$ cat src/rtl/bcce_pkg.sv
// Purpose: Constants for the branch, call and clear execute block.
// Assumes: One quarter phase per sys_clk cycle, four quarters per instruction cycle.
// Notes: Encodings, ACCESS_BIT, SHADOW_BIT and PC_RESET live here; other field slices and reset values are literals in the core.
package bcce_pkg;
  localparam int PC_W = 21;
  localparam int DADDR_W = 12;
  localparam logic [7:0] OPC_BRANCH_ZERO = 8'he0;
  localparam logic [7:0] OPC_BRANCH_OVF = 8'he4;
  localparam logic [6:0] OPC_CALL = 7'h76;
  localparam logic [3:0] OPC_CALL_WORD2 = 4'hf;
  localparam logic [6:0] OPC_CLEAR = 7'h35;
  localparam int SHADOW_BIT = 8;
  localparam int ACCESS_BIT = 8;
  localparam logic [PC_W-1:0] PC_STEP = 21'h000002;
  localparam logic [PC_W-1:0] CALL_RET_STEP = 21'h000004;
  localparam logic [PC_W-1:0] PC_RESET = 21'h000000;
  localparam logic [7:0] INDEXED_MAX = 8'h5f;
  localparam logic [7:0] ACCESS_SPLIT = 8'h80;
  localparam logic [3:0] ACCESS_HIGH_BANK = 4'hf;
  localparam logic [7:0] CLEAR_VALUE = 8'h00;
  localparam logic [1:0] Q1 = 2'h0;
  localparam logic [1:0] Q2 = 2'h1;
  localparam logic [1:0] Q3 = 2'h2;
  localparam logic [1:0] Q4 = 2'h3;
  typedef enum logic [0:0] {
    ST_RUN = 1'b0,
    ST_NOP = 1'b1
  } bcce_state_t;
  typedef enum logic [2:0] {
    OP_OTHER = 3'b000,
    OP_BRZ = 3'b001,
    OP_BROV = 3'b010,
    OP_CALL = 3'b011,
    OP_CLEAR = 3'b100
  } bcce_op_t;
endpackage : bcce_pkg

$ cat src/rtl/bcce_core.sv
// Purpose: Execute the zero branch, overflow branch, call and clear instructions.
// Assumes: The fetch unit shows the word at pc_o on instr_word_i in Q1 and the next word on call_word2_i in Q4.
// Notes: Other opcodes only advance the counter; the ALU lives elsewhere.
`timescale 1ns/1ps
module bcce_core
  import bcce_pkg::*;
(
  // Clock and reset.
  input wire logic sys_clk_i,
  input wire logic sys_rst_i,
  // Program memory side.
  input wire logic [15:0] instr_word_i,
  input wire logic [15:0] call_word2_i,
  output logic [PC_W-1:0] pc_o,
  output logic [1:0] quarter_o,
  // Core state inputs.
  input wire logic zero_flag_i,
  input wire logic overflow_flag_i,
  input wire logic [7:0] working_i,
  input wire logic [7:0] status_i,
  input wire logic [7:0] bank_select_register_i,
  input wire logic extended_set_i,
  input wire logic [DADDR_W-1:0] index_base_i,
  // Return stack.
  output logic stack_push_o,
  output logic [PC_W-1:0] top_of_stack_o,
  // Shadow copies.
  output logic [7:0] working_shadow_o,
  output logic [7:0] status_shadow_o,
  output logic [7:0] bank_select_shadow_o,
  // Data memory and status update.
  output logic data_rd_o,
  output logic data_wr_o,
  output logic [DADDR_W-1:0] data_addr_o,
  output logic [7:0] data_wdata_o,
  output logic zero_set_o,
  output logic indexed_mode_o
);
  logic [1:0] quarter; // Current quarter phase.
  bcce_state_t state_r, state_nxt; // Run or discarded second cycle.
  bcce_op_t op_r, op_nxt; // Decoded operation of this cycle.
  logic [15:0] instr_r, instr_nxt; // Latched instruction word.
  logic [PC_W-1:0] iaddr_r, iaddr_nxt; // Address of the current instruction.
  logic [PC_W-1:0] pc_r, pc_nxt; // Program counter.
  logic [PC_W-1:0] ret_top_r, ret_top_nxt; // Last pushed return address.
  logic push_r, push_nxt; // Push strobe.
  logic [7:0] wsh_r, wsh_nxt; // Working shadow.
  logic [7:0] ss_r, ss_nxt; // Status shadow.
  logic [7:0] bs_r, bs_nxt; // Bank select shadow.
  logic rd_r, rd_nxt; // Data read strobe.
  logic wr_r, wr_nxt; // Data write strobe.
  logic [DADDR_W-1:0] addr_r, addr_nxt; // Data address.
  logic zset_r, zset_nxt; // Zero flag set strobe.
  logic idx_r, idx_nxt; // Indexed operand flag.
  logic taken_r, taken_nxt; // Branch condition held from Q3.
  bcce_op_t dec_op; // Decode of the incoming word.
  logic [PC_W-1:0] br_offset; // Doubled sign-extended offset.
  logic [7:0] faddr; // Register address field.

  // Quarter phase source.
  bcce_qphase u_qphase (
    .sys_clk_i(sys_clk_i),
    .sys_rst_i(sys_rst_i),
    .quarter_o(quarter)
  );

  // Decode the word shown in Q1.
  always_comb begin
    if (instr_word_i[15:8] == OPC_BRANCH_ZERO) begin
      dec_op = OP_BRZ;
    end else if (instr_word_i[15:8] == OPC_BRANCH_OVF) begin
      dec_op = OP_BROV;
    end else if (instr_word_i[15:9] == OPC_CALL) begin
      dec_op = OP_CALL;
    end else if (instr_word_i[15:9] == OPC_CLEAR) begin
      dec_op = OP_CLEAR;
    end else begin
      dec_op = OP_OTHER;
    end
  end

  // The counter has not moved past the word yet, hence the plus two in the target.
  assign br_offset = {{12{instr_r[7]}}, instr_r[7:0], 1'b0};
  assign faddr = instr_r[7:0];

  // Next state of the sequencer; strobes default low so each lasts one quarter.
  always_comb begin
    state_nxt = state_r;
    op_nxt = op_r;
    instr_nxt = instr_r;
    iaddr_nxt = iaddr_r;
    pc_nxt = pc_r;
    ret_top_nxt = ret_top_r;
    push_nxt = 1'b0;
    wsh_nxt = wsh_r;
    ss_nxt = ss_r;
    bs_nxt = bs_r;
    rd_nxt = 1'b0;
    wr_nxt = 1'b0;
    addr_nxt = addr_r;
    zset_nxt = 1'b0;
    idx_nxt = idx_r;
    taken_nxt = taken_r;
    case (quarter)
      Q1: begin
        // A discarded cycle decodes nothing, so a stale word cannot act.
        if (state_r == ST_RUN) begin
          op_nxt = dec_op;
          instr_nxt = instr_word_i;
          iaddr_nxt = pc_r;
        end else begin
          op_nxt = OP_OTHER;
        end
        taken_nxt = 1'b0;
      end
      Q2: begin
        if (op_r == OP_CLEAR) begin
          rd_nxt = 1'b1;
          idx_nxt = 1'b0;
          if (!instr_r[ACCESS_BIT]) begin
            if (extended_set_i && (faddr <= INDEXED_MAX)) begin
              addr_nxt = index_base_i + {4'h0, faddr};
              idx_nxt = 1'b1;
            end else if (faddr < ACCESS_SPLIT) begin
              addr_nxt = {4'h0, faddr};
            end else begin
              addr_nxt = {ACCESS_HIGH_BANK, faddr};
            end
          end else begin
            addr_nxt = {bank_select_register_i[3:0], faddr};
          end
        end
      end
      Q3: begin
        // Flags are sampled once so a flag change in Q4 cannot split the decision.
        if (op_r == OP_BRZ) begin
          taken_nxt = zero_flag_i;
        end else if (op_r == OP_BROV) begin
          taken_nxt = overflow_flag_i;
        end
        if (op_r == OP_CALL) begin
          ret_top_nxt = iaddr_r + CALL_RET_STEP;
          push_nxt = 1'b1;
          if (instr_r[SHADOW_BIT]) begin
            wsh_nxt = working_i;
            ss_nxt = status_i;
            bs_nxt = bank_select_register_i;
          end
        end
      end
      Q4: begin
        state_nxt = ST_RUN;
        if (state_r == ST_NOP) begin
          pc_nxt = pc_r;
        end else begin
          case (op_r)
            OP_BRZ, OP_BROV: begin
              if (taken_r) begin
                pc_nxt = iaddr_r + PC_STEP + br_offset;
                state_nxt = ST_NOP;
              end else begin
                pc_nxt = pc_r + PC_STEP;
              end
            end
            OP_CALL: begin
              // The second word is taken here; a word without the F prefix is still used.
              pc_nxt = {call_word2_i[11:0], instr_r[7:0], 1'b0};
              state_nxt = ST_NOP;
            end
            OP_CLEAR: begin
              wr_nxt = 1'b1;
              zset_nxt = 1'b1;
              pc_nxt = pc_r + PC_STEP;
            end
            default: begin
              pc_nxt = pc_r + PC_STEP;
            end
          endcase
        end
      end
      default: begin
        state_nxt = state_r;
      end
    endcase
  end

  // Register all sequencer state.
  always_ff @(posedge sys_clk_i) begin
    if (sys_rst_i) begin
      state_r <= ST_RUN;
      op_r <= OP_OTHER;
      instr_r <= 16'h0000;
      iaddr_r <= PC_RESET;
      pc_r <= PC_RESET;
      ret_top_r <= PC_RESET;
      push_r <= 1'b0;
      wsh_r <= 8'h00;
      ss_r <= 8'h00;
      bs_r <= 8'h00;
      rd_r <= 1'b0;
      wr_r <= 1'b0;
      addr_r <= 12'h000;
      zset_r <= 1'b0;
      idx_r <= 1'b0;
      taken_r <= 1'b0;
    end else begin
      state_r <= state_nxt;
      op_r <= op_nxt;
      instr_r <= instr_nxt;
      iaddr_r <= iaddr_nxt;
      pc_r <= pc_nxt;
      ret_top_r <= ret_top_nxt;
      push_r <= push_nxt;
      wsh_r <= wsh_nxt;
      ss_r <= ss_nxt;
      bs_r <= bs_nxt;
      rd_r <= rd_nxt;
      wr_r <= wr_nxt;
      addr_r <= addr_nxt;
      zset_r <= zset_nxt;
      idx_r <= idx_nxt;
      taken_r <= taken_nxt;
    end
  end

  // Outputs come straight from registers, except data_wdata_o, which is the constant CLEAR_VALUE.
  assign pc_o = pc_r;
  assign quarter_o = quarter;
  assign stack_push_o = push_r;
  assign top_of_stack_o = ret_top_r;
  assign working_shadow_o = wsh_r;
  assign status_shadow_o = ss_r;
  assign bank_select_shadow_o = bs_r;
  assign data_rd_o = rd_r;
  assign data_wr_o = wr_r;
  assign data_addr_o = addr_r;
  assign data_wdata_o = CLEAR_VALUE;
  assign zero_set_o = zset_r;
  assign indexed_mode_o = idx_r;
endmodule : bcce_core

$ cat src/rtl/bcce_qphase.sv
// Purpose: Quarter phase sequencer for the instruction cycle.
// Assumes: Each sys_clk cycle is one quarter phase.
// Notes: Q1 follows reset release.
`timescale 1ns/1ps
module bcce_qphase
  import bcce_pkg::*;
(
  // Clock and reset.
  input wire logic sys_clk_i,
  input wire logic sys_rst_i,
  // Current quarter, Q1 to Q4.
  output logic [1:0] quarter_o
);
  logic [1:0] quarter_r; // Registered quarter count.
  logic [1:0] quarter_nxt; // Next quarter count.

  // Advance one quarter every clock and wrap after Q4.
  always_comb begin
    quarter_nxt = quarter_r + 2'h1;
  end

  // Register the quarter; reset starts a fresh cycle at Q1.
  always_ff @(posedge sys_clk_i) begin
    if (sys_rst_i) begin
      quarter_r <= Q1;
    end else begin
      quarter_r <= quarter_nxt;
    end
  end

  assign quarter_o = quarter_r;
endmodule : bcce_qphase

$ cat config.mk
export PLATFORM = sky130hd
export DESIGN_NAME = bcce_core
export DESIGN_NICKNAME = d
export VERILOG_FILES = /design/src/rtl/bcce_pkg.sv /design/src/rtl/bcce_core.sv /design/src/rtl/bcce_qphase.sv
export SDC_FILE = /design/constraint.sdc
export NUM_CORES = 1
export LEC_CHECK = 0
export ABC_AREA = 1
export BUFFER_PORTS_ARGS = -buffer_cell sky130_fd_sc_hd__clkbuf_2
export CAP_MARGIN = 20
export CORE_UTILIZATION = 47
export DETAILED_ROUTE_END_ITERATION = 10
export PLACE_DENSITY = 0.68
export SLEW_MARGIN = 15
export SYNTH_ARGS = -nofsm -noshare
export SYNTH_HDL_FRONTEND = slang
export SYNTH_SLANG_ARGS = --single-unit
$ cat constraint.sdc
create_clock -name sys_clk_i -period 2.87 [get_ports sys_clk_i]
set_input_delay 0.574 -clock sys_clk_i [delete_from_list [all_inputs] [get_ports sys_clk_i]]
set_output_delay 0.574 -clock sys_clk_i [all_outputs]
set_load 0.01 [all_outputs]
==> results of run 1 <==
[final cells by class]
| class | instances | area share |
|---|---|---|
| multi-input cells | 864 | 0.491 |
| flip-flops and latches | 119 | 0.259 |
| repair buffers | 167 | 0.0959 |
| inverters | 152 | 0.0620 |
| clock buffers | 18 | 0.0466 |
| well taps | 216 | 0.0293 |
| clock inverters | 14 | 0.0164 |
[state kept, by name, summed over array words and instances (netlist names)]
name                  cells
bank_select_shadow_o      8
data_addr_o              12
data_rd_o                 1
iaddr_r                  21
indexed_mode_o            1
instr_r                   9
op_r                      3
pc_o                     21
stack_push_o              1
state_r                   1
status_shadow_o           8
taken_r                   1
top_of_stack_o           21
u_qphase.quarter_o        2
working_shadow_o          8
zero_set_o                1
[report_power, final]
group | leakage (nW) | internal (mW) | switching [mW]
logic | 3.43 | 0.295 | 0.476
registers | 0.966 | 1.71 | 0.100
clock network | 0.281 | 1.28 | 0.824
[stage by stage]
step	hold WS [ps]	worst slack [ps]	instance area (µm²)	utilization	cells
finish	378	323	9210	0.580	1550
global route	377	184	9210	0.580	1550
CTS	373	243	9210	0.580	1550
detailed placement	456	278	8630	0.543	1518
global placement	450	292	8630	0.543	1518
floorplan	444	621	7690	-	1181
[cell usage after synthesis, drive strengths merged (10+ instances only)]
cell    instances  area [µm²]
nand2         280        1060
inv           152         571
nor2          140         577
dfxtp         119        2380
o21ai          98         490
a21oi          92         460
nand3          76         380
ha             51         638
clkbuf         28         105
xor2           21         184
buf            18         116
nor3           15        75.1
nand4          12        75.1
or2            11        68.8
o21bai         10        75.1
[timing repair]
action                     in CTS  in global routing
gates resized for setup         0                  1
hold endpoints to repair        0                  0
setup endpoints to repair       0                  1
[worst max-delay path by stage]
stage	start	endpoint	slack [ps]
floorplan	instr_r[7]$_SDFFE_PP0P_	pc_o[12]$_SDFFE_PP0P_	620
global placement	instr_r[7]$_SDFFE_PP0P_	pc_o[18]$_SDFFE_PP0P_	290
detailed placement	instr_r[7]$_SDFFE_PP0P_	pc_o[15]$_SDFFE_PP0P_	280
CTS	instr_r[7]$_SDFFE_PP0P_	pc_o[15]$_SDFFE_PP0P_	240
global route	iaddr_r[2]$_SDFFE_PP0P_	pc_o[18]$_SDFFE_PP0P_	180
finish	iaddr_r[2]$_SDFFE_PP0P_	pc_o[18]$_SDFFE_PP0P_	320
[worst reg2reg max path, cell delays in order (launching register included)]
cell,delay [ps]
dfxtp_1,430
ha_1,270
ha_1,280
fa_1,460
nand3_1,110
nand3_1,150
nand2_1,100
nand2_1,90
nand3b_1,150
nand3b_1,90
nand3_1,130
nand3_1,90
nand2_1,60
inv_1,30
[cell families (layout without fill, tap and decap cells)]
family / after synthesis / in the layout
mux: 1 / 1
flops: 119 / 119
fa+ha+maj: 53 / 53
simple gates: 542 / 542
compound gates: 231 / 231
xor+xnor: 29 / 29
other cells: 1 / 8
buf+inv: 198 / 351
[routing by layer]
layer	share of wire	vias up
met5	0	-
met4	0.034	0
met3	0.071	44
met2	0.46	302
met1	0.44	3577
li1	-	4095
==> results.rst, run 1 <==
.. list-table::
   :header-rows: 1

   * - Metric
     - Value
   * - Number of clock buffers inserted by TritonCTS
     - 17
   * - Initial standard-cell utilization of the core
     - 0.483
   * - Skew-Pair Late Insertion Delay
     - 420 ps
   * - Post-route total power
     - 4.69 mW
   * - Met1 Usage GRT
     - 0.347
   * - P_leak
     - 4.67 nW
   * - Max-cap check violation count
     - 0
   * - Maximum number of pins on one net before global-route repair
     - 48
   * - Adder-cell share of the synthesized area
     - 0.0885
   * - Via count
     - 8018
   * - Type of the most critical hold path
     - in -> reg
   * - CTS tree
     - yes
   * - Routing layer with the top usage in global route
     - met2
   * - Fraction of synthesized area in multiplexers
     - 0.00147
   * - Setup slack of the most critical reg-to-reg path
     - 320 ps
   * - Die Y
     - 130 µm
   * - Mean instance size in the synthesized netlist
     - 6.53 µm²
   * - Footprint of the multi-input gates
     - 0.00452 mm²
   * - Pins Over Slew Limit
     - 0
   * - Largest stage delay on the critical path
     - 460 ps
   * - Slowest cell on the critical path
     - fa_1
   * - Via count of the first global-routing pass
     - 6819
   * - Number of buffers added to fix hold violations after cts
     - 0
   * - Violation count after the first detailed-routing iteration
     - 568
   * - Post-detailed-route DRC marker count
     - 0
   * - Post-Route Skew
     - 11.7 ps
   * - Congestion Overflow GR
     - 0
   * - IO Port Bufs
     - 153
   * - Growth of design area from synthesis to finish
     - 20.1%
   * - Worst-Margin Slew
     - 641 ps
   * - Type of the worst setup path
     - reg -> reg
   * - Post-synthesis xor/xnor area fraction
     - 0.0331
   * - Maximum level of the CTS H-tree
     - 4
   * - Final setup violation count
     - 0
   * - WP data required
     - 3180 ps
   * - WP depth
     - 13
   * - Count of yosys warnings during synthesis
     - 0
   * - Setup_tns
     - 0 ps
   * - Combinational family with the most area after synthesis
     - simple AND/OR/NAND/NOR gates
   * - CORE AREA
     - 0.0159 mm²
   * - Number of top-level pins
     - 166
   * - Horizontal die dimension
     - 130 µm
   * - Clock transition at the register clock pins on the worst setup and hold paths after CTS
     - 60 ps
   * - Layout cells sized above 1
     - 0.170
   * - Capture endpoint of the worst hold path
     - status_shadow_o[6]$_SDFFE_PP0P_
   * - Number of fill cells in the layout
     - 1567
   * - Post-DRT Antenna Nets
     - 0
   * - Arrival time at the worst endpoint
     - 2860 ps
   * - Maximum fanout along the worst path
     - 5
   * - Final Wtd Congestion
     - 0.965
   * - Number of core rows
     - 46
   * - Sequential cell area
     - 0.00238 mm²
   * - Antenna diode count
     - 0
   * - Startpoint of the worst hold path
     - status_i[6]
   * - Overall track demand over capacity in global routing
     - 0.270
   * - Total power density per cell area
     - 509 mW/mm²
   * - Maximum count of clock buffers along a single path
     - 2
   * - Depth of the most critical reg-to-reg path
     - 13
   * - Layout Nets
     - 1447
   * - Worst reg2reg endpoint
     - pc_o[18]$_SDFFE_PP0P_
   * - Number of enable flip-flop cells after synthesis
     - 0
   * - Total of flip-flops plus latches after synthesis
     - 119
   * - Most frequent cells in the layout
     - 277 x nand2_1, 153 x clkbuf_2, 147 x inv_1
   * - Number of setup buffers added after CTS
     - 0
   * - Achievable Freq
     - 393 MHz
   * - Clock tree root driver cell
     - clkbuf_16
   * - Maximum VDD drop
     - 0.000475 V
   * - Global-route wire length before repair
     - 34900 µm
   * - Post-Route WL
     - 22700 µm
   * - Buffering stage count on the worst path with inverters included
     - 1
   * - Setup repair after global routing missed its margin
     - no
   * - Register area share after synthesis
     - 0.311
   * - Critical Path Sink Type
     - flip-flop
   * - Dominant cell type by count on the critical path
     - nand3_1
   * - Per-cell via count in the routed design
     - 5.17
   * - Number of antenna violations at the first check in global routing
     - 0
   * - Number of iterations in the first detailed-routing pass
     - 5
   * - Status
     - finished, final reports clean
   * - Final Hold Violating Endpoints
     - 0
   * - Simple logic cell fraction of the synthesized area
     - 0.299
   * - Most common cell after layout, fill and taps aside
     - nand2_1
   * - Worst r2r src
     - iaddr_r[2]$_SDFFE_PP0P_
   * - Met2 usage in global routing
     - 0.436
   * - Netlist area before placement
     - 0.00767 mm²
   * - Number of cells on the worst hold path
     - 3
   * - Compound-cell area share of the yosys netlist
     - 0.163
   * - Die outline area
     - 0.0168 mm²
   * - Series of cell instances along the critical path
     - ha_1 > ha_1 > fa_1 > nand3_1 > nand3_1 > nand2_1 > nand2_1 > nand3b_1 > nand3b_1 > nand3_1 > nand3_1 > nand2_1 > inv_1
   * - Dominant delay contributor by cell family on the critical path
     - adder cells
   * - Count of unique library cells instantiated by Yosys
     - 42
   * - Relative max-transition margin
     - 0.572
   * - Launching element type of the critical path
     - flip-flop
   * - Final critical-path required period
     - 2550 ps
   * - Final HPWL DP
     - 17400 µm
   * - Fraction of the cycle the final worst path needs
     - 0.888
   * - Sinks on Clock Net
     - 119
   * - Synth Flop Type
     - dfxtp_1
   * - Met3 layer usage reported by global route
     - 0.0566
   * - Share of flip-flops with an asynchronous set or reset
     - 0
   * - Number of standard cells after synthesis
     - 1174
   * - Avg WL per Cell
     - 14.6 µm
(Power assumes the default switching activity.)
==> run 2, diff against run 1 <==
==> constraint.sdc (replaced) <==
create_clock -name sys_clk_i -period 3.2 [get_ports sys_clk_i]
set_input_delay 0.64 -clock sys_clk_i [delete_from_list [all_inputs] [get_ports sys_clk_i]]
set_output_delay 0.64 -clock sys_clk_i [all_outputs]
set_load 0.01 [all_outputs]
==> run 2 against run 1 <==
Net effect: combinational power decreased by 12%; worst setup slack improved by 270 ps; cell count decreased by 0.39%; clock skew decreased by 1.8 ps; total power decreased by 7.6%; count of clock-buffer cells in the layout decreased by 1; die area unchanged; critical endpoint is now pc_o[19]$_SDFFE_PP0P_.
==> results.rst, run 2 (synthesis results as in run 1) <==
.. list-table::
   :header-rows: 1

   * - Metric
     - Value
   * - Post-layout util
     - 0.580 (about the same)
   * - Congestion Overflow GR
     - 0 (unchanged)
   * - Arrival time at the worst endpoint
     - 2950 ps (+90 ps)
   * - Final critical-path required period
     - 2610 ps (+57.8 ps)
   * - Number of core rows
     - 46 (unchanged)
   * - Maximum level of the CTS H-tree
     - 4 (unchanged)
   * - Number of iterations in the first detailed-routing pass
     - 7 (+2)
   * - Status
     - finished, final reports clean
   * - Hold Worst Slack
     - 443 ps (+65.6 ps)
   * - P_leak
     - 4.67 nW (-0.20%)
   * - Total power density per cell area
     - 470 mW/mm² (-7.6%)
   * - CORE AREA
     - 0.0159 mm² (unchanged)
   * - Final HPWL DP
     - 17200 µm (-1.6%)
   * - Initial standard-cell utilization of the core
     - 0.483 (unchanged)
   * - Per-cell via count in the routed design
     - 5.10 (-1.4%)
   * - Maximum fanout along the worst path
     - 9 (+4)
   * - Antenna diode count
     - 0 (unchanged)
   * - Layout cells sized above 1
     - 0.166 (-0.00375)
   * - Max-cap check violation count
     - 0 (unchanged)
   * - Final non-filler cell total
     - 1544 (-0.39%)
   * - Overall track demand over capacity in global routing
     - 0.275 (+0.00517)
   * - Via count of the first global-routing pass
     - 7056 (+3.5%)
   * - Die Y
     - 130 µm (unchanged)
   * - Critical Path Sink Type
     - flip-flop
   * - Number of buffers added to fix hold violations after cts
     - 0 (unchanged)
   * - Sinks on Clock Net
     - 119 (unchanged)
   * - Number of antenna violations at the first check in global routing
     - 0 (unchanged)
   * - Final Wtd Congestion
     - 0.957 (-0.88%)
   * - Largest stage delay on the critical path
     - 580 ps (+120 ps)
   * - Worst-Margin Slew
     - 872 ps (+232 ps)
   * - Series of cell instances along the critical path
     - buf_4 > ha_1 > ha_1 > nand2_1 > nor2_1 > nand2_1 > nor2_1 > nand2_1 > nand3_1 > nand2_1 > nand3_1 > nand2_1 > a21oi_1
   * - Growth of design area from synthesis to finish
     - 20.2% (about the same)
   * - Post-CTS sizing
     - 0 (unchanged)
   * - Relative max-transition margin
     - 0.417 (-0.155)
   * - Pins Over Slew Limit
     - 0 (unchanged)
   * - Global-route wire length before repair
     - 35700 µm (+2.5%)
   * - Via count
     - 7876 (-1.8%)
   * - Dpl cells
     - 1513 (-0.33%)
   * - Maximum number of pins on one net before global-route repair
     - 48 (unchanged)
   * - CTS tree
     - yes
   * - Number of setup buffers added after CTS
     - 0 (unchanged)
   * - Buffering stage count on the worst path with inverters included
     - 1 (unchanged)
   * - Avg WL per Cell
     - 14.7 µm (+0.16%)
   * - Slowest cell on the critical path
     - dfxtp_1
   * - Type of the worst setup path
     - reg -> reg
   * - Most common cell after layout, fill and taps aside
     - nand2_1
   * - Dominant delay contributor by cell family on the critical path
     - simple AND/OR/NAND/NOR gates
   * - Number of clock buffers inserted by TritonCTS
     - 17 (unchanged)
   * - Number of top-level pins
     - 166 (unchanged)
   * - Achievable Freq
     - 384 MHz (-2.2%)
   * - Clock tree root driver cell
     - clkbuf_16
   * - Layout Nets
     - 1442 (-0.35%)
   * - Fraction of the cycle the final worst path needs
     - 0.814 (-0.0735)
   * - Post-route total power
     - 4.34 mW (-7.6%)
   * - Die outline area
     - 0.0168 mm² (unchanged)
   * - Worst r2r src
     - instr_r[7]$_SDFFE_PP0P_
   * - Setup_tns
     - 0 ps (unchanged)
   * - Post-Place Cell Area
     - 0.00859 mm² (-0.44%)
   * - Type of the most critical hold path
     - in -> reg
   * - Worst setup path start
     - instr_r[7]$_SDFFE_PP0P_
   * - Post-detailed-route DRC marker count
     - 0 (unchanged)
   * - Clock transition at the register clock pins on the worst setup and hold paths after CTS
     - 60 ps (about the same)
   * - IO Port Bufs
     - 153 (unchanged)
   * - Most frequent cells in the layout
     - 277 x nand2_1, 153 x clkbuf_2, 147 x inv_1
   * - Skew-Pair Late Insertion Delay
     - 420 ps (about the same)
   * - Setup repair after global routing missed its margin
     - no
   * - Dominant cell type by count on the critical path
     - nand2_1
   * - Post-Route WL
     - 22700 µm (-0.22%)
   * - Horizontal die dimension
     - 130 µm (unchanged)
   * - Post-route cell area
     - 0.00922 mm² (about the same)
   * - Violation count after the first detailed-routing iteration
     - 525 (-7.6%)
   * - Maximum count of clock buffers along a single path
     - 2 (unchanged)
   * - Final setup violation count
     - 0 (unchanged)
   * - Final Hold Violating Endpoints
     - 0 (unchanged)
   * - DP Worst Slack
     - 671 ps (+393 ps)
   * - Post-Route Skew
     - 9.95 ps (-1.80 ps)
   * - Startpoint of the worst hold path
     - status_i[4]
   * - Launching element type of the critical path
     - flip-flop
   * - Post-DRT Antenna Nets
     - 0 (unchanged)
   * - WP data required
     - 3550 ps (+370 ps)
   * - Maximum VDD drop
     - 0.000383 V (-19%)
   * - Minimum setup slack in the final design
     - 595 ps (+272 ps)
-- run 2: changes by cell type in the layout (fill, tap and decap cells not counted) --
| cell | change |
|---|---|
| buf_4 | -5 |
| clkinv_4 | -1 |
| bufinv_16 | +2 |
| clkinv_2 | -2 |
| clkinvlp_4 | +1 |
| dfxtp_1 | +1 |
| clkbuf_1 | -1 |
| dfxtp_2 | -1 |
-- run 2: power by group --
part / switching, mW / internal (mW)
Sequential: 0.0944 / 1.53
Clock: 0.723 / 1.31
Combinational: 0.421 / 0.257
Total: 1.24 / 3.10
-- run 2: layout make-up --
class | instances | area [µm²]
Timing Repair Buffer | 162 | 846
Clock buffer | 17 | 425
Tap cell | 216 | 270
Clock inverter | 14 | 200
Fill cell | 1575 | 6670
Inverter | 152 | 571
Sequential cell | 119 | 2380
Multi-Input combinational cell | 864 | 4520
-- run 2: layer usage --
metal	global-route usage	vias to the layer above	routed length (µm)
met5	0	-	0
met4	0.108	0	670
met3	0.0480	42	1330
met2	0.452	258	10400
met1	0.358	3486	10300
li1	-	4090	-
-- run 2: worst reg2reg max path: stages (launching register included) --
cell,delay (ps)
dfxtp_1,580
buf_4,270
ha_1,260
ha_1,390
nand2_1,120
nor2_1,160
nand2_1,100
nor2_1,100
nand2_1,110
nand3_1,110
nand2_1,50
nand3_1,80
nand2_1,90
a21oi_1,120
-- run 2: final timing paths --
check | endpoint | slack, ps | cells past startpoint
setup reg to reg | pc_o[19]$_SDFFE_PP0P_ | 590 | 13
setup / recovery | pc_o[19]$_SDFFE_PP0P_ | 590 | 13
hold / removal | status_shadow_o[4]$_SDFFE_PP0P_ | 440 | 3
hold reg to reg | data_addr_o[10]$_SDFFE_PP0P_ | 470 | 2
==> run 3, diff against run 2 <==
==> constraint.sdc (replaced) <==
create_clock -name sys_clk_i -period 2.7 [get_ports sys_clk_i]
set_input_delay 0.54 -clock sys_clk_i [delete_from_list [all_inputs] [get_ports sys_clk_i]]
set_output_delay 0.54 -clock sys_clk_i [all_outputs]
set_load 0.01 [all_outputs]
==> run 3 against run 2 <==
Net effect: non-clock buffer count rose by 12; worst setup slack got worse by 360 ps; combinational power rose by 25%; critical path type unchanged; largest power group unchanged; highest routed layer unchanged.
==> results.rst, run 3 (synthesis results as in run 1) <==
.. list-table::
   :header-rows: 1

   * - Metric
     - Value
   * - Violation count after the first detailed-routing iteration
     - 690 (+31%)
   * - Achievable Freq
     - 406 MHz (+5.7%)
   * - Clock tree root driver cell
     - clkbuf_16
   * - IO Port Bufs
     - 153 (unchanged)
   * - Series of cell instances along the critical path
     - ha_1 > ha_1 > fa_2 > nand3_1 > nand3_1 > nand2_1 > nand2_1 > nand3b_1 > nand3b_1 > nand3_1 > nand3_1 > nand2_1 > inv_1
   * - Largest stage delay on the critical path
     - 450 ps (-130 ps)
   * - Global-route wire length before repair
     - 35800 µm (+0.17%)
   * - Fraction of the cycle the final worst path needs
     - 0.913 (+0.0987)
   * - Setup_tns
     - 0 ps (unchanged)
   * - Horizontal die dimension
     - 130 µm (unchanged)
   * - Total power density per cell area
     - 559 mW/mm² (+19%)
   * - Post-DRT Antenna Nets
     - 0 (unchanged)
   * - Growth of design area from synthesis to finish
     - 21.8%
   * - Combinational power share
     - 0.163 (+0.007)
   * - Layout Nets
     - 1454 (+0.83%)
   * - Hold Worst Slack
     - 345 ps (-98.4 ps)
   * - Type of the worst setup path
     - reg -> reg
   * - Maximum number of pins on one net before global-route repair
     - 73 (+52%)
   * - Critical Path Sink Type
     - flip-flop
   * - Via count
     - 8149 (+3.5%)
   * - Maximum fanout along the worst path
     - 5 (-4)
   * - P_leak
     - 4.73 nW (+1.4%)
   * - Via count of the first global-routing pass
     - 7238 (+2.6%)
   * - Worst-Margin Slew
     - 657 ps (-216 ps)
   * - Per-cell via count in the routed design
     - 5.23 (+2.6%)
   * - Most frequent cells in the layout
     - 277 x nand2_1, 153 x clkbuf_2, 147 x inv_1
   * - CTS tree
     - yes
   * - Launching element type of the critical path
     - flip-flop
   * - Die outline area
     - 0.0168 mm² (unchanged)
   * - Avg WL per Cell
     - 14.9 µm (+1.3%)
   * - CORE AREA
     - 0.0159 mm² (unchanged)
   * - Congestion Overflow GR
     - 0 (unchanged)
   * - Status
     - finished, final reports clean
   * - Post-detailed-route DRC marker count
     - 0 (unchanged)
   * - Clock transition at the register clock pins on the worst setup and hold paths after CTS
     - 60 ps (about the same)
   * - Maximum VDD drop
     - 0.000467 V (+22%)
   * - Max-cap check violation count
     - 0 (unchanged)
   * - Internal portion of total power
     - 3.76 mW (+21%)
   * - Final HPWL DP
     - 17800 µm (+3.9%)
   * - Dominant cell type by count on the critical path
     - nand3_1
   * - Die Y
     - 130 µm (unchanged)
   * - Number of top-level pins
     - 166 (unchanged)
   * - Sw Share
     - 0.280 (-0.00598)
   * - Number of iterations in the first detailed-routing pass
     - 6 (-1)
   * - Overall track demand over capacity in global routing
     - 0.277 (+0.00222)
   * - Number of antenna violations at the first check in global routing
     - 0 (unchanged)
   * - Pins Over Slew Limit
     - 0 (unchanged)
   * - Post-Route Skew
     - 9.21 ps (-0.741 ps)
   * - Post-layout util
     - 0.588 (+0.00772)
   * - Final Hold Violating Endpoints
     - 0 (unchanged)
   * - Number of fill cells in the layout
     - 1551 (-1.5%)
   * - Most common cell after layout, fill and taps aside
     - nand2_1
   * - WP data required
     - 3020 ps (-530 ps)
   * - Final setup violation count
     - 0 (unchanged)
   * - Slowest cell on the critical path
     - dfxtp_1
   * - Final Wtd Congestion
     - 0.946 (-1.1%)
   * - Maximum level of the CTS H-tree
     - 4 (unchanged)
   * - Arrival time at the worst endpoint
     - 2790 ps (-160 ps)
   * - Maximum count of clock buffers along a single path
     - 2 (unchanged)
   * - Clock share of power
     - 0.470 (+0.002)
   * - Setup slack of the most critical reg-to-reg path
     - 240 ps (-360 ps)
   * - Number of core rows
     - 46 (unchanged)
   * - Sequential share of power
     - 0.367 (-0.008)
   * - Post-Route WL
     - 23100 µm (+2.1%)
   * - Skew-Pair Late Insertion Delay
     - 420 ps (about the same)
   * - Antenna diode count
     - 0 (unchanged)
   * - Net load switching power
     - 1.46 mW (+18%)
   * - Layout cells sized above 1
     - 0.175 (+0.00883)
   * - Final critical-path required period
     - 2460 ps (-141 ps)
   * - Relative max-transition margin
     - 0.562 (+0.145)
   * - Number of clock buffers inserted by TritonCTS
     - 17 (unchanged)
   * - Type of the most critical hold path
     - in -> reg
   * - Initial standard-cell utilization of the core
     - 0.483 (unchanged)
   * - Sinks on Clock Net
     - 119 (unchanged)
   * - Setup repair after global routing missed its margin
     - no
-- run 3: cell count changes in the layout (fill, tap and decap cells not counted), sizes merged --
cell      delta
clkbuf       +4
inv          -3
clkinv       -2
buf         +12
clkinvlp     +2
-- run 3: power groups by stage --
stage | sequential [mW] | combinational, mW | clock [mW]
finish | 1.92 | 0.849 | 2.46
floorplan | 1.92 | 0.571 | 0
global route | 1.92 | 0.965 | 2.56
detailed placement | 1.95 | 0.837 | 0
CTS | 1.91 | 0.846 | 2.47
global placement | 1.95 | 0.828 | 0
-- run 3: area by class of cell --
| type | instances | area, µm² | share of cell area |
|---|---|---|---|
| Sequential cell | 119 | 2380 | 0.255 |
| Multi-Input combinational cell | 864 | 4520 | 0.484 |
| Tap cell | 216 | 270 | 0.0289 |
| Inverter | 152 | 571 | 0.0611 |
| Timing Repair Buffer | 174 | 948 | 0.102 |
| Clock inverter | 11 | 171 | 0.0184 |
| Clock buffer | 21 | 470 | 0.0504 |
-- run 3: path summary, 6_finish.rpt --
kind | start | to | cells after the start
worst max-delay path | iaddr_r[2]$_SDFFE_PP0P_ | pc_o[18]$_SDFFE_PP0P_ | 13
worst min-delay path | status_i[4] | status_shadow_o[4]$_SDFFE_PP0P_ | 3
worst max register to register | iaddr_r[2]$_SDFFE_PP0P_ | pc_o[18]$_SDFFE_PP0P_ | 13
worst min register to register | data_addr_o[9]$_SDFFE_PP0P_ | data_addr_o[9]$_SDFFE_PP0P_ | 2
-- run 3: per-layer routing --
| layer | global-route usage | vias up | wire length [µm] |
|---|---|---|---|
| met5 | 0 | - | 0 |
| met4 | 0.141 | 0 | 920 |
| met3 | 0.0582 | 58 | 1790 |
| met2 | 0.454 | 347 | 10300 |
| met1 | 0.344 | 3639 | 10100 |
| li1 | - | 4105 | - |
-- run 3: critical path, delay by kind of cell (launching register included) --
family	cells	cell delay, ps
adders and majority gates	3	960
buffers and inverters	1	40
DFF	1	450
and+or+nand+nor	9	900
-- run 3: stage by stage --
| stage | cells | area (µm²) | total power, mW | worst slack [ps] |
|---|---|---|---|---|
| after floorplan | 1181 | 7690 | 2.50 | 451 |
| after global placement | 1525 | 8690 | 2.78 | 231 |
| after detailed placement | 1525 | 8690 | 2.79 | 185 |
| after CTS | 1557 | 9330 | 5.23 | 173 |
| after global routing | 1557 | 9340 | 5.45 | 75.8 |
| final | 1557 | 9340 | 5.22 | 236 |
-- run 3: timing repair --
action / in CTS / in global routing
setup endpoints to repair: 0 / 4
gates resized for setup: 0 / 2
setup buffers: 0 / 0
hold buffers: 0 / 0
